## src/pport_pkg.sv

```systemverilog
// constants, register map, mode codes and types for the parallel port sequencer
package pport_pkg;
  // =====================================================
  // timing
  localparam int unsigned CLK_NS = 50;
  localparam int unsigned HC_CRIT_NS = 750;
  localparam int unsigned STD_CRIT_NS = 500;
  localparam int unsigned HC_CRIT_CYC = (HC_CRIT_NS + CLK_NS - 1) / CLK_NS;
  localparam int unsigned STD_CRIT_CYC = (STD_CRIT_NS + CLK_NS - 1) / CLK_NS;
  localparam logic [7:0] TCONST_RST = 8'(HC_CRIT_CYC);
  // =====================================================
  // register byte offsets
  localparam logic [7:0] OFS_MODE = 8'h00;
  localparam logic [7:0] OFS_TCONST = 8'h04;
  localparam logic [7:0] OFS_CTRL = 8'h08;
  localparam logic [7:0] OFS_DIR = 8'h0C;
  localparam logic [7:0] OFS_DATA = 8'h10;
  localparam logic [7:0] OFS_ALT = 8'h14;
  localparam logic [7:0] OFS_STATUS = 8'h18;
  // =====================================================
  // field positions and reset values
  localparam int unsigned MODE_EN_BIT = 5;
  localparam int unsigned STAT_XFER_BIT = 0;
  localparam int unsigned STAT_IDLE_BIT = 1;
  localparam int unsigned STAT_PEND_BIT = 2;
  localparam int unsigned STAT_PIN_LSB = 3;
  localparam logic [8:0] CTRL_RST = 9'h1FF;
  localparam logic [7:0] DIR_RST = 8'h00;
  // =====================================================
  // mode field codes
  localparam logic [3:0] MODE_PLAIN = 4'h0;
  localparam logic [3:0] MODE_PERIPH = 4'h1;
  localparam logic [3:0] MODE_P_INACT = 4'h5;
  localparam logic [3:0] MODE_H_NEG = 4'h8;
  localparam logic [3:0] MODE_H_COMPAT = 4'h9;
  localparam logic [3:0] MODE_H_NIBBLE = 4'hA;
  localparam logic [3:0] MODE_H_RSVD = 4'hD;
  // =====================================================
  // sequencer states
  typedef enum logic [3:0] {
    ST_IDLE = 4'b0000,
    ST_HC_SETUP = 4'b0001,
    ST_HC_STROBE = 4'b0010,
    ST_HC_HOLD = 4'b0011,
    ST_PC_ACK1 = 4'b0100,
    ST_PC_ACK = 4'b0101,
    ST_PC_END = 4'b0110,
    ST_NB_LO1 = 4'b0111,
    ST_NB_HI1 = 4'b1000,
    ST_NB_LO2 = 4'b1001,
    ST_NB_HI2 = 4'b1010,
    ST_NB_STOP = 4'b1011
  } seq_state_t;
  // handshake lines, one bit each, same order as the control register
  typedef struct packed {
    logic busy;
    logic nack;
    logic perror;
    logic nfault;
    logic select;
    logic nstrobe;
    logic nautofd;
    logic nselectin;
    logic ninit;
  } hs_t;
  localparam hs_t PERIPH_LINES = 9'h1F0;
  localparam hs_t HOST_LINES = 9'h00F;
endpackage

```

## src/pport_seq.sv

```systemverilog
// parallel port mode sequencer with apb register slave
// =====================================================
// Functional notes
// - peripheral inactive: status lines are outputs from control reg; host-line edges flag
// - peripheral inactive never starts a forward receive on nselectin low
// - host compatible entry: data pins outputs, idle and request set, no flag
// - host compatible: holding write while idle moves byte at once
// - each move sets nautofd high for primary address, low for alternate
// - strobe low after setup time with good status; hold low, then hold time
// - after hold time: reload if new byte written, else set idle
// - host compatible: perror, nfault, select edges raise status events
// - host negotiation: data pins follow direction and data; software owns handshakes
// - host negotiation: nack, perror, nfault edges raise status events
// - host reserved equals host negotiation without status events
// - peripheral compat: data pins inputs while nselectin low, else software
// - peripheral compat entry sets idle if request flag still set
// - strobe low, nselectin low, flag clear: latch, set flag, busy, then nack
// - nack low for time constant, then release; next clock busy low or idle
// - peripheral compat: select, perror, nfault software; nautofd only readable
// - peripheral compat: nselectin, ninit edges; nautofd, nstrobe only nselectin high
// - host nibble: nautofd low, wait flag clear and nack low, sample low nibble
// - nibble bits busy, perror, select, nfault to 3..0 then 7..4
// - second nibble handshake, then set flag and wait nack high
// - nack rise: next byte if nfault low, else idle and stop
// - host nibble has no status events
// - status events set pending only when status enable bit is one
// - all delays count clocks against software time constant
// - four-bit mode field selects the mode
module pport_seq
(
  // clock and reset
  input wire logic clk_sys,
  input wire logic rst_n,
  // apb slave
  input wire logic [7:0] paddr,
  input wire logic psel,
  input wire logic penable,
  input wire logic pwrite,
  input wire logic [31:0] pwdata,
  output logic [31:0] prdata,
  output logic pready,
  output logic pslverr,
  // parallel data pins
  input wire logic [7:0] data_in,
  output logic [7:0] data_out,
  output logic [7:0] data_oe,
  // handshake pins
  input wire pport_pkg::hs_t hs_in,
  output pport_pkg::hs_t hs_out,
  output pport_pkg::hs_t hs_oe
);
  import pport_pkg::*;

  // =====================================================
  // decoding
  function automatic logic addr_ok(input logic [7:0] a);
    addr_ok = (a == OFS_MODE) || (a == OFS_TCONST) || (a == OFS_CTRL) || (a == OFS_DIR)
      || (a == OFS_DATA) || (a == OFS_ALT) || (a == OFS_STATUS);
  endfunction

  function automatic logic is_soft_mode(input logic [3:0] m);
    is_soft_mode = (m == MODE_PLAIN) || (m == MODE_H_NEG) || (m == MODE_H_RSVD)
      || (m == MODE_P_INACT);
  endfunction

  // =====================================================
  // state
  logic [3:0] mode, next_mode, prev_mode;
  logic irq_en, next_irq_en;
  logic [7:0] tconst, next_tconst;
  hs_t ctrl, next_ctrl;
  logic [7:0] dir, next_dir, hold, next_hold, port_data_register, next_ior;
  logic hold_alt, next_hold_alt;
  logic xfer, next_xfer, idle, next_idle, pend, next_pend;
  seq_state_t st, next_st;
  logic [7:0] cnt, next_cnt;
  logic seq_busy, next_seq_busy, seq_nack, next_seq_nack;
  logic seq_strobe, next_seq_strobe, seq_autofd, next_seq_autofd;
  hs_t sync1, sync2, sync3;
  logic [31:0] next_prdata;
  logic next_pready, next_pslverr;
  logic [7:0] next_data_out, next_data_oe;
  hs_t next_hs_out, next_hs_oe;
  // helpers
  logic acc, wr, rd, entry, cnt_done, stat_evt, soft_pins;
  hs_t edges;
  logic [3:0] nib;
  logic nib_go1;

  // =====================================================
  // next-value logic
  always_comb
  begin
    next_mode = mode;
    next_irq_en = irq_en;
    next_tconst = tconst;
    next_ctrl = ctrl;
    next_dir = dir;
    next_hold = hold;
    next_hold_alt = hold_alt;
    next_ior = port_data_register;
    next_xfer = xfer;
    next_idle = idle;
    next_st = st;
    next_seq_busy = seq_busy;
    next_seq_nack = seq_nack;
    next_seq_strobe = seq_strobe;
    next_seq_autofd = seq_autofd;
    acc = psel & penable & pready;
    wr = acc & pwrite;
    rd = acc & ~pwrite;
    entry = (mode != prev_mode);
    cnt_done = ({1'b0, cnt} + 9'h001) >= {1'b0, tconst};
    edges = sync2 ^ sync3;
    nib = {sync2.busy, sync2.perror, sync2.select, sync2.nfault};
    nib_go1 = (st == ST_NB_LO1) && !xfer && !sync2.nack;
    soft_pins = is_soft_mode(mode) || ((mode == MODE_PERIPH) && sync2.nselectin);

    // apb: one wait state, answer registered
    next_pready = psel & penable & ~pready;
    next_pslverr = psel & penable & ~pready & ~addr_ok(paddr);
    next_prdata = 32'h0000_0000;
    if (psel & penable & ~pready & ~pwrite)
    begin
      unique case (paddr)
        OFS_MODE: next_prdata = {26'h000_0000, irq_en, 1'b0, mode};
        OFS_TCONST: next_prdata = {24'h00_0000, tconst};
        OFS_CTRL: next_prdata = {23'h00_0000, ctrl};
        OFS_DIR: next_prdata = {24'h00_0000, dir};
        OFS_DATA: next_prdata = {24'h00_0000, port_data_register};
        OFS_ALT: next_prdata = {24'h00_0000, hold};
        OFS_STATUS: next_prdata = {20'h0_0000, sync2, pend, idle, xfer};
        default: next_prdata = 32'h0000_0000;
      endcase
    end

    // register writes
    if (wr)
    begin
      unique case (paddr)
        OFS_MODE:
        begin
          next_mode = pwdata[3:0];
          next_irq_en = pwdata[MODE_EN_BIT];
        end
        OFS_TCONST: next_tconst = pwdata[7:0];
        OFS_CTRL: next_ctrl = pwdata[8:0];
        OFS_DIR: next_dir = pwdata[7:0];
        OFS_DATA, OFS_ALT:
        begin
          // a write empties the request: the byte now waits in holding
          next_hold = pwdata[7:0];
          next_hold_alt = (paddr == OFS_ALT);
          next_xfer = 1'b0;
        end
        default: ;
      endcase
    end
    // reading the data register takes a received byte
    if (rd && (paddr == OFS_DATA) && ((mode == MODE_PERIPH) || (mode == MODE_H_NIBBLE)))
    begin
      next_xfer = 1'b0;
    end

    // software modes: data register follows pins or holding every clock
    if (soft_pins)
    begin
      next_ior = (dir & hold) | (~dir & data_in);
    end

    // sequencer; hardware sets below win over software clears above
    if (entry)
    begin
      next_st = ST_IDLE;
      next_seq_busy = 1'b0;
      next_seq_nack = 1'b1;
      next_seq_strobe = 1'b1;
      next_seq_autofd = 1'b1;
      if (mode == MODE_H_COMPAT)
      begin
        next_idle = 1'b1;
        next_xfer = 1'b1;
      end
      if ((mode == MODE_PERIPH) && xfer)
      begin
        next_idle = 1'b1;
      end
      if (mode == MODE_H_NIBBLE)
      begin
        next_st = ST_NB_LO1;
        next_seq_autofd = 1'b0;
      end
    end
    else
    begin
      unique case (st)
        ST_IDLE:
        begin
          if ((mode == MODE_H_COMPAT) && idle && !xfer)
          begin
            next_ior = hold;
            next_seq_autofd = ~hold_alt;
            next_xfer = 1'b1;
            next_idle = 1'b0;
            next_st = ST_HC_SETUP;
          end
          // inactive mode is deliberately absent here
          else if ((mode == MODE_PERIPH) && !sync2.nstrobe && !sync2.nselectin && !xfer)
          begin
            next_ior = data_in;
            next_xfer = 1'b1;
            next_seq_busy = 1'b1;
            next_st = ST_PC_ACK1;
          end
        end
        ST_HC_SETUP:
        begin
          if (cnt_done && !sync2.busy && !sync2.perror && sync2.select && sync2.nack
            && sync2.nfault)
          begin
            next_seq_strobe = 1'b0;
            next_st = ST_HC_STROBE;
          end
        end
        ST_HC_STROBE:
        begin
          if (cnt_done)
          begin
            next_seq_strobe = 1'b1;
            next_st = ST_HC_HOLD;
          end
        end
        ST_HC_HOLD:
        begin
          if (cnt_done && !xfer)
          begin
            next_ior = hold;
            next_seq_autofd = ~hold_alt;
            next_xfer = 1'b1;
            next_st = ST_HC_SETUP;
          end
          else if (cnt_done)
          begin
            next_idle = 1'b1;
            next_st = ST_IDLE;
          end
        end
        ST_PC_ACK1:
        begin
          next_seq_nack = 1'b0;
          next_st = ST_PC_ACK;
        end
        ST_PC_ACK:
        begin
          if (cnt_done)
          begin
            next_seq_nack = 1'b1;
            next_st = ST_PC_END;
          end
        end
        ST_PC_END:
        begin
          // waits here with busy high until the byte is taken
          if (!xfer)
          begin
            next_seq_busy = 1'b0;
            next_idle = 1'b0;
            next_st = ST_IDLE;
          end
          else
          begin
            next_idle = 1'b1;
          end
        end
        ST_NB_LO1:
        begin
          if (nib_go1)
          begin
            next_ior = {port_data_register[7:4], nib};
            next_seq_autofd = 1'b1;
            next_st = ST_NB_HI1;
          end
        end
        ST_NB_HI1:
        begin
          if (sync2.nack)
          begin
            next_seq_autofd = 1'b0;
            next_st = ST_NB_LO2;
          end
        end
        ST_NB_LO2:
        begin
          if (!sync2.nack)
          begin
            next_ior = {nib, port_data_register[3:0]};
            next_seq_autofd = 1'b1;
            next_xfer = 1'b1;
            next_st = ST_NB_HI2;
          end
        end
        ST_NB_HI2:
        begin
          if (sync2.nack && !sync2.nfault)
          begin
            next_seq_autofd = 1'b0;
            next_st = ST_NB_LO1;
          end
          else if (sync2.nack)
          begin
            next_idle = 1'b1;
            next_st = ST_NB_STOP;
          end
        end
        ST_NB_STOP: ;
        default: next_st = ST_IDLE;
      endcase
    end
    // a holding write in host compatible clears idle only through a move
    next_cnt = (next_st != st) ? 8'h00 : ((cnt == 8'hFF) ? cnt : cnt + 8'h01);

    // status events per mode; nibble and reserved have none
    unique case (mode)
      MODE_P_INACT: stat_evt = |(edges & HOST_LINES);
      MODE_H_COMPAT: stat_evt = edges.perror | edges.nfault | edges.select;
      MODE_H_NEG: stat_evt = edges.nack | edges.perror | edges.nfault;
      MODE_PERIPH: stat_evt = edges.nselectin | edges.ninit
        | (sync2.nselectin & (edges.nautofd | edges.nstrobe));
      default: stat_evt = 1'b0;
    endcase
    // pending is sticky; a new event beats a clear in the same cycle
    next_pend = pend;
    if (wr && (paddr == OFS_STATUS) && pwdata[STAT_PEND_BIT])
    begin
      next_pend = 1'b0;
    end
    if (stat_evt && irq_en)
    begin
      next_pend = 1'b1;
    end

    // pin drive
    next_data_out = port_data_register;
    next_data_oe = 8'h00;
    if (mode == MODE_H_COMPAT)
    begin
      next_data_oe = 8'hFF;
    end
    else if (soft_pins)
    begin
      next_data_oe = dir;
    end
    next_hs_out = ctrl;
    next_hs_oe = 9'h000;
    if ((mode == MODE_PERIPH) || (mode == MODE_P_INACT))
    begin
      next_hs_oe = PERIPH_LINES;
      next_hs_out.busy = ctrl.busy | seq_busy;
      next_hs_out.nack = ctrl.nack & seq_nack;
    end
    if ((mode == MODE_H_NEG) || (mode == MODE_H_RSVD) || (mode == MODE_H_COMPAT)
      || (mode == MODE_H_NIBBLE))
    begin
      next_hs_oe = HOST_LINES;
    end
    if (mode == MODE_H_COMPAT)
    begin
      next_hs_out.nstrobe = seq_strobe;
      next_hs_out.nautofd = seq_autofd;
    end
    if (mode == MODE_H_NIBBLE)
    begin
      next_hs_out.nautofd = seq_autofd;
    end
  end

  // =====================================================
  // registers
  always_ff @(posedge clk_sys)
  begin
    if (!rst_n)
    begin
      mode <= MODE_PLAIN;
      prev_mode <= MODE_PLAIN;
      irq_en <= 1'b0;
      tconst <= TCONST_RST;
      ctrl <= CTRL_RST;
      dir <= DIR_RST;
      hold <= 8'h00;
      hold_alt <= 1'b0;
      port_data_register <= 8'h00;
      xfer <= 1'b0;
      idle <= 1'b0;
      pend <= 1'b0;
      st <= ST_IDLE;
      cnt <= 8'h00;
      seq_busy <= 1'b0;
      seq_nack <= 1'b1;
      seq_strobe <= 1'b1;
      seq_autofd <= 1'b1;
      sync1 <= 9'h1FF;
      sync2 <= 9'h1FF;
      sync3 <= 9'h1FF;
      prdata <= 32'h0000_0000;
      pready <= 1'b0;
      pslverr <= 1'b0;
      data_out <= 8'h00;
      data_oe <= 8'h00;
      hs_out <= CTRL_RST;
      hs_oe <= 9'h000;
    end
    else
    begin
      mode <= next_mode;
      prev_mode <= mode;
      irq_en <= next_irq_en;
      tconst <= next_tconst;
      ctrl <= next_ctrl;
      dir <= next_dir;
      hold <= next_hold;
      hold_alt <= next_hold_alt;
      port_data_register <= next_ior;
      xfer <= next_xfer;
      idle <= next_idle;
      pend <= next_pend;
      st <= next_st;
      cnt <= next_cnt;
      seq_busy <= next_seq_busy;
      seq_nack <= next_seq_nack;
      seq_strobe <= next_seq_strobe;
      seq_autofd <= next_seq_autofd;
      sync1 <= hs_in;
      sync2 <= sync1;
      sync3 <= sync2;
      prdata <= next_prdata;
      pready <= next_pready;
      pslverr <= next_pslverr;
      data_out <= next_data_out;
      data_oe <= next_data_oe;
      hs_out <= next_hs_out;
      hs_oe <= next_hs_oe;
    end
  end

  // =====================================================
  // assertions
  AST_HC_OUTPUTS: assert property (@(posedge clk_sys) disable iff (!rst_n)
    mode == MODE_H_COMPAT |=> data_oe == 8'hFF)
    else $error("data pins not outputs in host compatible");
  AST_HC_ENTRY: assert property (@(posedge clk_sys) disable iff (!rst_n)
    entry && mode == MODE_H_COMPAT |=> idle && xfer && (!$rose(pend) || $past(stat_evt)))
    else $error("host compatible entry flags wrong");
  AST_HC_SETUP: assert property (@(posedge clk_sys) disable iff (!rst_n)
    $fell(seq_strobe) |-> ({1'b0, $past(cnt)} + 9'h001 >= {1'b0, $past(tconst)})
      && $past(sync2.nack))
    else $error("strobe fell before setup time or with bad status");
  AST_HC_STROBE: assert property (@(posedge clk_sys) disable iff (!rst_n)
    st == ST_HC_STROBE && !entry && !cnt_done |=> !seq_strobe)
    else $error("strobe released early");
  AST_HC_AUTOFD: assert property (@(posedge clk_sys) disable iff (!rst_n)
    st == ST_HC_SETUP && $past(st) != ST_HC_SETUP && !entry |-> seq_autofd == !hold_alt)
    else $error("nautofd does not match write address");
  AST_PC_ACK: assert property (@(posedge clk_sys) disable iff (!rst_n)
    $rose(seq_busy) && mode == MODE_PERIPH |=> $fell(seq_nack) && xfer)
    else $error("nack did not follow busy by one clock");
  AST_PC_ACK_WIDTH: assert property (@(posedge clk_sys) disable iff (!rst_n)
    $rose(seq_nack) && !$past(entry)
      |-> {1'b0, $past(cnt)} + 9'h001 >= {1'b0, $past(tconst)})
    else $error("nack pulse shorter than time constant");
  AST_PC_INPUTS: assert property (@(posedge clk_sys) disable iff (!rst_n)
    mode == MODE_PERIPH && !sync2.nselectin |=> data_oe == 8'h00)
    else $error("data pins driven while nselectin low");
  AST_INACT_NO_RX: assert property (@(posedge clk_sys) disable iff (!rst_n)
    mode == MODE_P_INACT |=> !seq_busy || $past(seq_busy))
    else $error("inactive mode started a receive");
  AST_NIB_LOW: assert property (@(posedge clk_sys) disable iff (!rst_n)
    nib_go1 && !entry |=> port_data_register[3:0] == $past(nib))
    else $error("low nibble sampled wrong");
  AST_NIB_QUIET: assert property (@(posedge clk_sys) disable iff (!rst_n)
    mode == MODE_H_NIBBLE && !pend |=> !pend)
    else $error("status event in host nibble mode");
  AST_PEND_EN: assert property (@(posedge clk_sys) disable iff (!rst_n)
    $rose(pend) |-> $past(irq_en) && $past(stat_evt))
    else $error("pending set without enable");
  COV_HC_BYTE: cover property (@(posedge clk_sys) disable iff (!rst_n)
    st == ST_HC_HOLD ##1 st == ST_IDLE && idle);
  COV_PC_BYTE: cover property (@(posedge clk_sys) disable iff (!rst_n)
    st == ST_PC_END ##1 st == ST_IDLE);
  COV_NIB_BYTE: cover property (@(posedge clk_sys) disable iff (!rst_n)
    st == ST_NB_HI2 ##1 st == ST_NB_LO1);
  COV_PEND: cover property (@(posedge clk_sys) disable iff (!rst_n) $rose(pend));
endmodule

```

## config.mk

```make
export PLATFORM = sky130hd
export DESIGN_NAME = pport_seq
export DESIGN_NICKNAME = d
export VERILOG_FILES = /design/src/pport_pkg.sv /design/src/pport_seq.sv
export SDC_FILE = /design/constraint.sdc
export NUM_CORES = 1
export LEC_CHECK = 0
export ABC_AREA = 1
export BUFFER_PORTS_ARGS = -buffer_cell sky130_fd_sc_hd__buf_2
export CAP_MARGIN = 15
export CORE_ASPECT_RATIO = 0.8
export CORE_MARGIN = 4
export CORE_UTILIZATION = 50
export CTS_CLUSTER_DIAMETER = 50
export CTS_CLUSTER_SIZE = 10
export DETAILED_ROUTE_END_ITERATION = 16
export PLACE_DENSITY = 0.77
export RECOVER_POWER = 25
export SLEW_MARGIN = 20
export SYNTH_ARGS = -nofsm -noshare
export SYNTH_HDL_FRONTEND = slang
export SYNTH_SLANG_ARGS = --single-unit
```

## constraint.sdc

```tcl
create_clock -name clk_sys -period 6.9 [get_ports clk_sys]
set_input_delay 0.69 -clock clk_sys [delete_from_list [all_inputs] [get_ports clk_sys]]
set_output_delay 0.69 -clock clk_sys [all_outputs]
set_load 0.1 [all_outputs]
```

# Word-level counts from Yosys, hierarchy flattened
# Cells that the tools add are included.
# classes
n_addsub,2
mul,0
div,0
order_cmp,1
eq_ne,45
shift,0
mux,71
bitwise_logic,27
reduce_logical,68
# op_table
op,n
$pmux 12 s7,1
$mux 8,9
$mux 4,15
$pmux 4 s12,1
$ne 3x3->1 const B,12
$mux 1,33
$eq 4x4->1 const B,8
$pmux 8 s4,1
$eq 8x5->1 const B,3
$logic_and 1x1->1,21
$eq 4x3->1 const B,5
$and 8x8->8,2
$eq 8x4->1 const B,2
$logic_or 1x1->1,15
$reduce_and 2->1,7
$reduce_and 7->1,2
$ne 2x2->1 const B,6
$add 8x1->9 const B,1
$and 1x1->1,9
$ge 9x8->1,1
$mux 9,1
$add 8x1->8 const B,1
$eq 4x1->1 const B,2
$eq 4x2->1 const B,2
25 further kinds,54
# word_totals
regBits,164
latchBits,0
mem_bits_rw,0
mem_bits_ro,0
in_bits,62
out_inout_bits,68
word_cells,290
mem_count,0

# Depth between registers and ports, before layout
# logic_depth
depth_word,12
depth_mapped,24
depth_no_buf,24

# Worst setup path after synthesis
# Ideal clock, no wire load.
# synth_timing
path_kind,reg-to-reg
startpoint,reg cnt[0]
endpoint,"reg port_data_register[6], in the netlist next_data_out[6]"
setup_time_ps,74
arrival_ps,2357
required_ps,6826
setup_slack_ps,4469
path_stages_with_launch,19
n_path_buf,0
synth_period_minus_slack_ps,2431
path_cell_list,dfxtp_1 ha_1 nand3_1 xnor2_1 ha_1 nand2_1 inv_1 nand2_1 nand3_1 nand2_1 nand2_1 nand2_1 nand2_2 nand2_1 nand2_1 nand3_1 nor2_1 or2_2 a31oi_1
# synth_via
elab_chain_cells,6
# synth_rtl
element,line_no,rtl
start: declaration,pport_seq.sv:76,"logic [7:0] cnt, next_cnt;"
start signal: assignment,pport_seq.sv:427,cnt <= next_cnt;
$add 8x1->9,pport_seq.sv:113,"cnt_done = ({1'b0, cnt} + 9'h001) >= {1'b0, tconst};"
$ge 9x8->1,pport_seq.sv:113,
$logic_and 1x1->1,pport_seq.sv:235,if (cnt_done && !xfer)
$mux 8,pport_seq.sv:235,
$pmux 8 s4,pport_seq.sv:196,unique case (st)
$mux 8,pport_seq.sv:172,if (entry)
end signal: assignment,pport_seq.sv:422,port_data_register <= next_ior;
end: declaration,pport_seq.sv:72,"logic [7:0] dir, next_dir, hold, next_hold, port_data_register, next_ior;"
# No other way between the ends.
# A chain may end at the register's enable or synchronous reset.

# Worst setup path after layout
# layout_timing
startpoint,in rst_n
endpoint,reg seq_busy
# layout_via
elab_chain_cells,2
# layout_rtl
element,line_no,rtl
start: declaration,pport_seq.sv:33,"input wire logic rst_n,"
$not 1->1 (no source line),n/a,
$reduce_or 2->1 (no source line),n/a,
end signal: assignment,pport_seq.sv:428,seq_busy <= next_seq_busy;
end: declaration,pport_seq.sv:77,"logic seq_busy, next_seq_busy, seq_nack, next_seq_nack;"
# No other way between the ends.

==> flow_summary.yaml <==
grt:
  grt_use_total_pct: 24.63
  grt_pass1_wl_um: 28330
  grt_overflow: 0
  grt_max_degree: 71
  grt_pass1_vias: 5411
  antenna_found_initial: 0
timing:
  fin_tns_setup_ps: 0
  min_period_over_period_pct: 58.96
  layout_min_cycle_time_ps: 4068
  worst_slack_ps: 2832
  worst_pin_slew_ps: 2898
  rsz0062_at_grt: "false"
  final_max_slew_viol_count: 71
  final_hold_viol_count: 0
  clock_skew_ps: 9.887
  slew_headroom_pct: -93.20
  holdWs_ps: 409.3
  max_freq_ghz: 0.2458
  setup_violations: 0
logic_synthesis:
  ys_ff_latch: 137
  syn_area_per_cell_um2: 7.507
  netlist_area_um2: 6546
  synth_warnings: 0
  synth_cell_types: 46
  netlist_instances: 872
  seq_area_frac_synth_pct: 41.90
cells_and_area:
  fill_cells: 1169
  nets: 1020
  seq_area_um2: 2743
  multi_input_area_um2: 3082
  layout_common_cells: "156 x nand2_1, 137 x dfxtp_1, 113 x inv_1"
  final_area_um2: 7533
  num_antenna_cells: 0
  drive_gt1_share_pct: 18.23
  area_growth_pct: 15.08
  stdcell_count: 1135
  final_common_cell: "nand2_1"
clocking:
  ctsRootBufferMaster: "clkbuf_16"
  cts_max_level: 4
  post-cts-setup-buffers: 0
  insertion_delay_ps: 430
  cts_made_buffers: 17
  cts_tree: "built"
  cts_hold_buf: 0
  clock_path_buffers: 2
  numClockSinks: 137
  cts_resized: 0
  clk_pin_slew_worst_paths_ps: 60
critical_path:
  arrival_ps: 4410
  worstSetupPathType: "in -> reg"
  crit_buf_inv: 4
  path_max_fanout: 70
  worstPathRequired_ps: 7240
  worstSetupStartpointType: "primary input"
  crit_slowest_cell: "clkbuf_1"
  end_kind: "flop"
  crit_family: "buffers and inverters"
  cp_cell_sequence: "buf_2 > clkbuf_1 > inv_1 > buf_4 > nor2_1 > a21boi_0"
  cpPeakStageDelay_ps: 2040
  r2r_slack_ps: 3870
placement:
  routabilityCongestion: 0.9712
  dp.cells: 1105
  place_area_um2: 6970
  dpl.hpwl_um: 13290
  place_ws_ps: 3982
  portBuffers: 86
floorplan:
  core_area_um2: 12820
  initial_core_util_pct: 51.05
  num_io_pins: 130
  die_y_um: 110.3
  die_w_um: 135.9
  dieArea_um2: 15000
  num_rows: 37
detailed_routing:
  wire_per_inst_um: 16.04
  viasPerCell: 5.426
  via_count: 6158
  wirelength_um: 18210
  drc_errors: 0
  ant_nets: 0
  drt-pass1-iter-count: 8
  drt-initial-drc-count: 759
power_and_ir_drop:
  leakage_nw: 3.479
  peakVddDrop_mv: 0.1904
  p_per_area_nw_per_um2: 259.8
run:
  cap_violations: 1
worst_hold_path:
  hold_path_class: "reg -> reg"
run_status:
  status: "complete, but fails checks"
  violations: "max-capacitance violations, max-slew violations"
[registers in the layout, indices dropped and copies added, names as in the netlist, 2 cells and up]
signal / cells
nib: 4
st: 4
sync2: 5
ctrl: 9
sync1: 9
prev_mode: 4
hs_out: 9
tconst: 8
sync3: 8
mode: 4
cnt: 8
data_out: 8
dir: 8
data_oe: 8
hs_oe: 2
hold: 8
prdata: 12
next_data_out: 8
[Yosys cell counts (all sizes together)]
cell / instances / area, um^2
a21oi: 63 / 330.3
dfxtp: 137 / 2743
buf: 37 / 270.3
a21boi: 2 / 15.01
o311ai: 1 / 8.760
a22oi: 2 / 15.01
nor3: 18 / 135.1
o31ai: 1 / 7.510
o221ai: 2 / 17.52
or2: 25 / 156.4
a32oi: 2 / 17.52
clkinv: 2 / 8.750
o32ai: 1 / 8.760
xor2: 13 / 113.9
nand3: 41 / 245.2
o211ai: 17 / 127.6
o21ai: 71 / 355.3
o2111ai: 3 / 26.28
conb: 1 / 3.750
nand2: 163 / 639.4
ha: 9 / 112.6
inv: 124 / 465.5
nor2: 82 / 371.6
nand4: 6 / 37.54
o22ai: 11 / 68.82
clkbuf: 13 / 48.80
a31oi: 9 / 56.30
a221oi: 12 / 105.1
xnor2: 4 / 35.03
[layout make-up]
class	count	share of cell area, %
Clock buffer	19	5.747
Clock inverter	11	1.976
Inverter	126	6.295
Multi-Input combinational cell	578	40.91
Sequential cell	137	36.41
Tap cell	175	2.906
Timing Repair Buffer	89	5.763
[final timing paths]
path,to,cells past startpoint,startpoint
max,seq_busy,6,rst_n
min,sync2[7],1,sync1[7]
max reg2reg,next_data_out[1],23,cnt[0]
min reg2reg,sync2[7],1,sync1[7]
[power breakdown]
part | switching [W] | leakage (nW) | internal, W
combinational | 0.000163 | 2.09 | 0.0000520
sequential | 0.0000185 | 1.11 | 0.000814
clock | 0.000346 | 0.276 | 0.000565
[logic make-up after synthesis]
logic type | after synthesis | synth area share [%]
AO/OA/AOI/OAI | 197 | 17.72
XOR/XNOR | 17 | 2.274
adder cells (fa/ha/maj) | 9 | 1.720
buffers and inverters | 176 | 12.12
flip-flops | 137 | 41.90
other | 1 | 0.05728
AND/OR/NAND/NOR | 335 | 24.22
[metrics by stage]
stage	total power (W)	utilization (%)
after floorplan	0.001022	-
after global placement	0.001058	54.36
after detailed placement	0.001060	54.36
after CTS	0.001960	58.89
after global routing	0.002009	58.75
final	0.001957	58.75
[routing by layer]
metal / up-vias / track usage [%] / share of wire, %
li1: 2967 / - / -
met1: 2818 / 34.31 / 44
met2: 335 / 38.10 / 44
met3: 38 / 5.490 / 9.6
met4: 0 / 8.201 / 2.1
met5: - / 0 / 0
Note: power is estimated with default switching activity, not from simulation.
